`config.mk`:
```
export PLATFORM = sky130hd
export DESIGN_NAME = wmsr_slave
export DESIGN_NICKNAME = d
export VERILOG_FILES = /design/src/wmsr_slave.v
export VERILOG_INCLUDE_DIRS = /design/src
export SDC_FILE = /design/constraint.sdc
export NUM_CORES = 1
export LEC_CHECK = 0
export BUFFER_PORTS_ARGS = -buffer_cell sky130_fd_sc_hd__buf_4
export CELL_PAD_IN_SITES_DETAIL_PLACEMENT = 0
export CELL_PAD_IN_SITES_GLOBAL_PLACEMENT = 1
export CORE_UTILIZATION = 40
export DETAILED_ROUTE_END_ITERATION = 6
export PLACE_DENSITY = 0.84
export SLEW_MARGIN = 0
export SYNTH_ARGS = -nofsm -noshare
export SYNTH_HDL_FRONTEND = slang
export SYNTH_SLANG_ARGS = --single-unit
```
`constraint.sdc`:
```
create_clock -name core_clk -period 4.6 [get_ports core_clk]
set_input_delay 0.23 -clock core_clk [delete_from_list [all_inputs] [get_ports core_clk]]
set_output_delay 0.23 -clock core_clk [all_outputs]
set_load 0.01 [all_outputs]
```
`src/wmsr_map.vh`:
```
// Constants and address map of the weather Modbus slave register bank
`ifndef WMSR_MAP_VH
`define WMSR_MAP_VH
`define WMSR_CLK_HZ 200000000
`define WMSR_BAUD 9600
`define WMSR_DEF_ADDR 8'hff
`define WMSR_FC_READ 8'h03
`define WMSR_REG_FIRST 16'h0001
`define WMSR_REG_LAST 16'h000b
// Register offsets, low nibble of the register address
`define WMSR_OFS_AIR_TEMPERATURE 4'h1
`define WMSR_OFS_AIR_HUMIDITY 4'h2
`define WMSR_OFS_AIR_PRESSURE 4'h3
`define WMSR_OFS_WIND_SPEED 4'h4
`define WMSR_OFS_WIND_DIRECTION 4'h5
`define WMSR_OFS_RAINFALL_TOTAL 4'h6
`define WMSR_OFS_SOLAR_RADIATION 4'h7
`define WMSR_OFS_ILLUMINATION 4'h8
`define WMSR_OFS_SUNSHINE_DURATION 4'h9
`define WMSR_OFS_DEW_POINT 4'ha
`define WMSR_OFS_EVAPOTRANSPIRATION 4'hb
`define WMSR_CRC_INIT 16'hffff
`define WMSR_CRC_POLY 16'ha001
`define WMSR_REQ_LEN 8
// Gap of 3.5 characters (about 4 ms) ends a frame
`define WMSR_GAP_US 4010
`endif

```
`src/wmsr_slave.v`:
```
// Modbus RTU slave that serves the eleven read-only measurement registers
`timescale 1ns/1ps
`default_nettype none
`include "wmsr_map.vh"
module wmsr_slave #(
  parameter CLK_HZ = `WMSR_CLK_HZ,
  parameter BAUD = `WMSR_BAUD,
  parameter GAP_CYC = (`WMSR_GAP_US * (`WMSR_CLK_HZ / 1000000))
) (
  // Clock and reset
  input wire core_clk,
  input wire sys_rst,
  // Serial line
  input wire rx_pin,
  output reg tx_pin_q,
  output reg tx_oe_q,
  // Measurement values, already scaled and offset by the sensor path
  input wire [15:0] air_temperature,
  input wire [15:0] air_humidity,
  input wire [15:0] air_pressure,
  input wire [15:0] wind_speed,
  input wire [15:0] wind_direction,
  input wire [15:0] rainfall_total,
  input wire [15:0] solar_radiation,
  input wire [15:0] illumination,
  input wire [15:0] sunshine_duration,
  input wire [15:0] dew_point,
  input wire [15:0] evapotranspiration,
  // Status
  output reg busy_q
);
  // Bit time in clock cycles; half a bit centres the first sample
  localparam integer BIT_CYC = CLK_HZ / BAUD;
  localparam integer HALF_CYC = BIT_CYC / 2;
  // Transmit states, one-hot
  localparam [3:0] ST_IDLE = 4'b0001;
  localparam [3:0] ST_LOAD = 4'b0010;
  localparam [3:0] ST_SEND = 4'b0100;
  localparam [3:0] ST_WAIT = 4'b1000;

  // One CRC16 step over a byte, reflected polynomial
  // Shared by the request check and the reply CRC
  function [15:0] crc_byte;
    input [15:0] crc;
    input [7:0] data;
    integer i;
    reg [15:0] c;
    begin
      c = crc ^ {8'h00, data};
      for (i = 0; i < 8; i = i + 1) begin
        if (c[0]) begin
          c = (c >> 1) ^ `WMSR_CRC_POLY;
        end else begin
          c = c >> 1;
        end
      end
      crc_byte = c;
    end
  endfunction

  ////////////////////////////////////////////////////////////////////////
  // Input synchroniser
  // Only the second flop feeds the receiver, so a metastable level settles first
  reg rx_s1_q;
  reg rx_s2_q;
  always @(posedge core_clk) begin
    if (sys_rst) begin
      rx_s1_q <= 1'b1;
      rx_s2_q <= 1'b1;
    end else begin
      rx_s1_q <= rx_pin;
      rx_s2_q <= rx_s1_q;
    end
  end

  ////////////////////////////////////////////////////////////////////////
  // Receiver: 8N1 sampled mid bit
  // A low level at mid start bit confirms the start; a short glitch is dropped
  // Data bits follow one bit time apart, lsb first
  reg rx_act_q;
  reg [3:0] rx_bit_q;
  reg [15:0] rx_cnt_q;
  reg [7:0] rx_sh_q;
  reg rx_stb_q;
  reg [7:0] rx_byte_q;
  always @(posedge core_clk) begin
    if (sys_rst) begin
      rx_act_q <= 1'b0;
      rx_bit_q <= 4'h0;
      rx_cnt_q <= 16'h0000;
      rx_sh_q <= 8'h00;
      rx_stb_q <= 1'b0;
      rx_byte_q <= 8'h00;
    end else begin
      rx_stb_q <= 1'b0;
      if (!rx_act_q) begin
        if (!rx_s2_q) begin
          rx_act_q <= 1'b1;
          rx_bit_q <= 4'h0;
          rx_cnt_q <= HALF_CYC[15:0];
        end
      end else if (rx_cnt_q != 16'h0000) begin
        rx_cnt_q <= rx_cnt_q - 16'h0001;
      end else begin
        rx_cnt_q <= BIT_CYC[15:0] - 16'h0001;
        rx_bit_q <= rx_bit_q + 4'h1;
        if (rx_bit_q == 4'h0) begin
          if (rx_s2_q) begin
            rx_act_q <= 1'b0; // False start
          end
        end else if (rx_bit_q <= 4'h8) begin
          rx_sh_q <= {rx_s2_q, rx_sh_q[7:1]};
        end else begin
          rx_act_q <= 1'b0;
          if (rx_s2_q) begin
            rx_stb_q <= 1'b1; // Framing error drops the byte
            rx_byte_q <= rx_sh_q;
          end
        end
      end
    end
  end

  ////////////////////////////////////////////////////////////////////////
  // Frame collector: line silence ends a request
  // Length and CRC are held for the cycle in which the decode looks at them
  reg [7:0] fr_q [0:7];
  reg [3:0] fr_len_q;
  reg fr_ovf_q;
  reg [15:0] fr_crc_q;
  reg [31:0] gap_q;
  reg fr_done_q;
  always @(posedge core_clk) begin
    if (sys_rst) begin
      fr_len_q <= 4'h0;
      fr_ovf_q <= 1'b0;
      fr_crc_q <= `WMSR_CRC_INIT;
      gap_q <= 32'h0;
      fr_done_q <= 1'b0;
    end else begin
      fr_done_q <= 1'b0;
      if (fr_done_q) begin
        // Decode has seen the frame; clear for the next one
        gap_q <= 32'h0;
        fr_len_q <= 4'h0;
        fr_ovf_q <= 1'b0;
        fr_crc_q <= `WMSR_CRC_INIT;
      end else if (rx_stb_q) begin
        gap_q <= 32'h0;
        fr_crc_q <= crc_byte(fr_crc_q, rx_byte_q);
        if (fr_len_q < `WMSR_REQ_LEN) begin
          fr_q[fr_len_q[2:0]] <= rx_byte_q;
          fr_len_q <= fr_len_q + 4'h1;
        end else begin
          fr_ovf_q <= 1'b1;
        end
      end else if (rx_act_q) begin
        gap_q <= 32'h0;
      end else if (fr_len_q != 4'h0 || fr_ovf_q) begin
        if (gap_q == GAP_CYC - 1) begin
          fr_done_q <= 1'b1; // Length and CRC still stand next cycle
        end else begin
          gap_q <= gap_q + 32'h1;
        end
      end
    end
  end

  // Request decode; CRC over whole frame incl. its CRC leaves zero
  // A short, long or foreign frame gets no reply and no error frame
  wire [15:0] req_start = {fr_q[2], fr_q[3]};
  wire [15:0] req_count = {fr_q[4], fr_q[5]};
  wire [15:0] req_end = req_start + req_count - 16'h0001;
  wire req_ok = fr_done_q && !fr_ovf_q && fr_len_q == `WMSR_REQ_LEN
    && fr_crc_q == 16'h0000
    && fr_q[0] == `WMSR_DEF_ADDR
    && fr_q[1] == `WMSR_FC_READ
    && req_count != 16'h0000 && req_start >= `WMSR_REG_FIRST
    && req_end <= `WMSR_REG_LAST && req_end >= req_start;

  // Register read mux
  // Values are taken as each register's high byte goes out, so a reply shows fresh data
  // Low-nibble offsets outside the map read as zero; the decode never lets them through
  reg [15:0] reg_val;
  reg [15:0] reg_idx_q;
  always @* begin
    case (reg_idx_q[3:0])
      `WMSR_OFS_AIR_TEMPERATURE: reg_val = air_temperature;
      `WMSR_OFS_AIR_HUMIDITY: reg_val = air_humidity;
      `WMSR_OFS_AIR_PRESSURE: reg_val = air_pressure;
      `WMSR_OFS_WIND_SPEED: reg_val = wind_speed;
      `WMSR_OFS_WIND_DIRECTION: reg_val = wind_direction;
      `WMSR_OFS_RAINFALL_TOTAL: reg_val = rainfall_total;
      `WMSR_OFS_SOLAR_RADIATION: reg_val = solar_radiation;
      `WMSR_OFS_ILLUMINATION: reg_val = illumination;
      `WMSR_OFS_SUNSHINE_DURATION: reg_val = sunshine_duration;
      `WMSR_OFS_DEW_POINT: reg_val = dew_point;
      `WMSR_OFS_EVAPOTRANSPIRATION: reg_val = evapotranspiration;
      default: reg_val = 16'h0000;
    endcase
  end

  ////////////////////////////////////////////////////////////////////////
  // Reply sequencer and transmitter
  reg [3:0] st_q;
  reg [7:0] pos_q;
  reg [7:0] nbytes_q;
  reg [15:0] tx_crc_q;
  reg [15:0] hold_q;
  reg [7:0] tx_byte;
  reg [9:0] tx_sh_q;
  reg [3:0] tx_bit_q;
  reg [15:0] tx_cnt_q;
  // Byte at current reply position: addr, fc, count, data, crc lo, crc hi
  // Low data bytes come from hold_q, so both halves of a register are one sample
  always @* begin
    if (pos_q == 8'h00) begin
      tx_byte = `WMSR_DEF_ADDR;
    end else if (pos_q == 8'h01) begin
      tx_byte = `WMSR_FC_READ;
    end else if (pos_q == 8'h02) begin
      tx_byte = nbytes_q;
    end else if (pos_q < nbytes_q + 8'h03) begin
      tx_byte = pos_q[0] ? reg_val[15:8] : hold_q[7:0];
    end else if (pos_q == nbytes_q + 8'h03) begin
      tx_byte = tx_crc_q[7:0];
    end else begin
      tx_byte = tx_crc_q[15:8];
    end
  end
  always @(posedge core_clk) begin
    if (sys_rst) begin
      st_q <= ST_IDLE;
      pos_q <= 8'h00;
      nbytes_q <= 8'h00;
      tx_crc_q <= `WMSR_CRC_INIT;
      hold_q <= 16'h0000;
      reg_idx_q <= 16'h0000;
      tx_sh_q <= 10'h3ff;
      tx_bit_q <= 4'h0;
      tx_cnt_q <= 16'h0000;
      tx_pin_q <= 1'b1;
      tx_oe_q <= 1'b0;
      busy_q <= 1'b0;
    end else begin
      case (st_q)
        ST_IDLE: begin
          tx_pin_q <= 1'b1;
          tx_oe_q <= 1'b0;
          busy_q <= 1'b0;
          if (req_ok) begin
            nbytes_q <= {req_count[6:0], 1'b0};
            reg_idx_q <= req_start;
            pos_q <= 8'h00;
            tx_crc_q <= `WMSR_CRC_INIT;
            busy_q <= 1'b1;
            st_q <= ST_LOAD;
          end
        end
        ST_LOAD: begin
          tx_oe_q <= 1'b1;
          tx_sh_q <= {1'b1, tx_byte, 1'b0};
          // The CRC covers every byte up to the last data byte
          if (pos_q < nbytes_q + 8'h03) begin
            tx_crc_q <= crc_byte(tx_crc_q, tx_byte);
          end
          if (pos_q >= 8'h03 && pos_q[0]) begin
            hold_q <= reg_val;
            reg_idx_q <= reg_idx_q + 16'h0001;
          end
          tx_bit_q <= 4'h0;
          tx_cnt_q <= BIT_CYC[15:0] - 16'h0001;
          st_q <= ST_SEND;
        end
        ST_SEND: begin
          // The pin lags the shifter by one cycle and is itself a flop
          tx_pin_q <= tx_sh_q[0];
          if (tx_cnt_q != 16'h0000) begin
            tx_cnt_q <= tx_cnt_q - 16'h0001;
          end else begin
            tx_cnt_q <= BIT_CYC[15:0] - 16'h0001;
            tx_sh_q <= {1'b1, tx_sh_q[9:1]};
            tx_bit_q <= tx_bit_q + 4'h1;
            if (tx_bit_q == 4'h9) begin
              pos_q <= pos_q + 8'h01;
              st_q <= (pos_q == nbytes_q + 8'h04) ? ST_WAIT : ST_LOAD;
            end
          end
        end
        ST_WAIT: begin
          // Release the line one cycle after the last stop bit
          tx_pin_q <= 1'b1;
          tx_oe_q <= 1'b0;
          busy_q <= 1'b0;
          st_q <= ST_IDLE;
        end
        default: st_q <= ST_IDLE;
      endcase
    end
  end
endmodule
`default_nettype wire

```
==> impl_metrics.ini <==
[timing]
final.period_utilization = 1.008
setup_viol = 6
period_minus_slack_ps = 4635
slew_headroom = 0.2005
rsz0062_at_grt = true
tightest_slew_ps = 1195
max_freq_mhz = 215.8
whs_ps = 126.3
setup_tns_ps = -110.4
final_hold_viol_count = 0
finalClockSkew_ps = 10.67
fin_ws_ps = -34.55
slew_viol_final = 0

[place]
dpl.hpwl_um = 29640
place_congestion = 0.9532
dp.cells = 2167
io_buffer_count = 181

[power_and_ir_drop]
p_leak_nw = 6.766
power_switching_uw = 991.0
vdd_drop_max_mv = 0.2822
seq_power_share = 0.473
p_int_mw = 3.240
p_comb_frac = 0.076
p_sw_frac = 0.2342
clkPwrFrac = 0.451
powerDensity_mw_per_mm2 = 258.7

[global_routing]
grt_max_degree = 52
grt_usage = 0.2307
antenna_found_initial = 1
grt_pass1_vias = 11970
grt_pass1_wl_um = 62320
overflow = 0

[clock_tree]
cts_tree = built
h-tree-depth = 1
clk_pin_slew_ps = 60
cts-root-buf = clkbuf_16
cts_made_buffers = 25
cts_sinks = 221
clockBufferDepth = 3
insertion_delay_ps = 530

[final_layout]
fin_cells = 2220
layout.cells.most_common = buf_4
fillCellCount = 3040
drive_above_1_share = 0.2001
regArea_mm2 = 0.004905
syn_to_final_growth_pct = 24.54
multi_input_area_mm2 = 0.007757
final_cell_mix = 251 x buf_4, 173 x dfxtp_1, 168 x nor2_1
final_nets = 2022

[detailed_routing]
wirelength_um = 39420
drc_errors = 0
first_iter_violations = 774
ant_nets = 0
via_count = 12280
dr.pass1.iters = 6
wl_per_cell_um = 17.76
vias_per_cell = 5.532

[logic_synthesis]
async_flop_share = 0
syn_area_mm2 = 0.01314
yosysWarnings = 0
ys_ff_latch = 221
syn_nets = 1814
ys_seq_area_frac = 0.3734
avgSynthCellArea_um2 = 8.431
synthDistinctLibCells = 74
ys.flop_type = dfxtp_1
syn_inst = 1558
synth-edff-count = 48

[floorplanning]
die_w_um = 183.2
start_util = 0.4110
io_pins = 182
dieArea_mm2 = 0.03357
rows = 65
fp.dieH_um = 183.2
core_mm2 = 0.03196

[worst_setup_path]
arrival_ps = 5090
cpPeakStageDelay_ps = 390
r2r_start = fr_q[3][1]$_DFFE_PP_
crit_slowest_cell = edfxtp_1
crit_type = flip-flop to flip-flop
required_ps = 5060
crit_path_start = fr_q[3][1]$_DFFE_PP_
start_kind = flip-flop
worstSetupEndpointType = flip-flop
crit_path_max_fanout = 5
cpMostUsedCell = a21oi_2

[status]
status = finished, violations left
violations = negative setup slack

[flow_run]
maxCapViolations = 0

[worst_hold_path]
hp-class = primary input to flip-flop
hp-start = sys_rst
==> worst max-delay path, delay by kind of cell (launching register included) <==
family | cells | cell delay (ps)
flip-flops | 1 | 390
adder cells (fa/ha/maj) | 4 | 1010
AND/OR/NAND/NOR | 5 | 1110
buffers and inverters | 5 | 510
AO/OA/AOI/OAI | 10 | 1400
XOR/XNOR | 1 | 150
==> routing by layer <==
metal,routed length (um),GRT usage,vias to the layer above
li1,-,-,6088
met1,16580,0.2714,5716
met2,19080,0.4158,396
met3,2099,0.03197,81
met4,1655,0.1010,0
met5,0,0,-
==> power groups by stage <==
stage,sequential [mW],clock [mW],combinational (mW)
2_1_floorplan,2.04,0,0.151
3_3_place_gp,2.04,0,0.314
3_5_place_dp,2.05,0,0.316
4_1_cts,2.00,1.97,0.318
5_1_grt,2.00,2.04,0.351
6_report,2.00,1.91,0.320
==> synth_stat cells (7+ instances only) <==
master | number | area (um^2)
nand2_1 | 139 | 521.8
o2111ai_1 | 7 | 61.31
o211ai_1 | 10 | 75.07
ha_1 | 76 | 950.9
or2_2 | 7 | 43.79
or3_1 | 22 | 137.6
buf_1 | 8 | 30.03
nor4_1 | 25 | 156.4
a22o_1 | 7 | 61.31
o21ai_0 | 71 | 355.3
a21oi_1 | 96 | 480.5
and3_1 | 10 | 62.56
nor2b_1 | 13 | 81.33
a311oi_1 | 7 | 61.31
nor2_1 | 170 | 638.1
clkbuf_1 | 63 | 236.5
o21a_1 | 7 | 52.55
inv_1 | 96 | 360.4
a211oi_1 | 11 | 82.58
nand3b_1 | 7 | 52.55
or4_1 | 8 | 60.06
o22ai_1 | 18 | 112.6
nand2b_1 | 13 | 81.33
xor2_1 | 38 | 332.8
dfxtp_1 | 173 | 3463
a22oi_1 | 55 | 412.9
buf_2 | 7 | 35.03
nor3_1 | 41 | 205.2
xnor2_1 | 59 | 516.8
a21o_1 | 12 | 90.09
edfxtp_1 | 48 | 1441
a222oi_1 | 15 | 150.1
mux2i_1 | 49 | 490.5
o31ai_1 | 7 | 52.55
nand3_1 | 57 | 285.3
nand4_1 | 25 | 156.4
==> path summary, 6_finish.rpt <==
path / end / slack [ps] / cells after the start
worst max register to register: pos_q[4]$_SDFFE_PP0P_ / -30 / 25
worst max-delay path: pos_q[4]$_SDFFE_PP0P_ / -30 / 25
worst min register to register: rx_s2_q$_SDFF_PP1_ / 410 / 1
worst min-delay path: rx_cnt_q[0]$_SDFFE_PP0P_ / 130 / 2
==> layout make-up <==
class,count,share of cell area
multi-input combinational,1161,0.4742
inverter,99,0.02287
clock inverter,13,0.007572
timing repair buffer,258,0.1210
sequential,221,0.2998
clock buffer,32,0.04107
antenna,1,0.0001530
tap,435,0.03327
==> flip-flops by register name, indices dropped and copies added (netlist names), 4 cells and up <==
name / cells
fr_crc_q: 16
fr_len_q: 4
fr_q: 48
gap_q: 32
hold_q: 8
nbytes_q: 7
pos_q: 8
reg_idx_q: 4
rx_bit_q: 4
rx_byte_q: 8
rx_cnt_q: 16
rx_sh_q: 8
st_q: 4
tx_bit_q: 4
tx_cnt_q: 16
tx_crc_q: 16
tx_sh_q: 9
==> cell families (layout without fill, tap and decap cells) <==
kind of cell,count (synthesis),after routing,share of synthesized area
and+or+nand+nor,560,560,0.2051
AOI/OAI and AO/OA,372,373,0.1882
DFF,221,221,0.3734
buffers and inverters,177,402,0.05125
xor gates and xnor gates,99,99,0.06820
adders and majority gates,77,77,0.07392
muxes,52,52,0.03991
other,0,1,0
==> metrics by stage <==
step                worst slack [ps]  cell area (um^2)  total power [mW]    util
finish                        -34.55             16360             4.231  0.5118
global route                  -331.5             16360             4.398  0.5118
CTS                            5.612             16170             4.288  0.5060
detailed placement            -360.0             15320             2.361  0.4792
global placement              -152.4             15320             2.359  0.4792
floorplan                      16.86             13140             2.189       -
==> repair_timing <==
action,CTS,global route
endpoints found under the setup margin,40,40
gates resized for setup,11,36
hold endpoints to repair,1,0
buffers inserted,0,5
pin swaps,4,31
cloned,0,1
hold buffers,1,0
(Power assumes the default switching activity.)
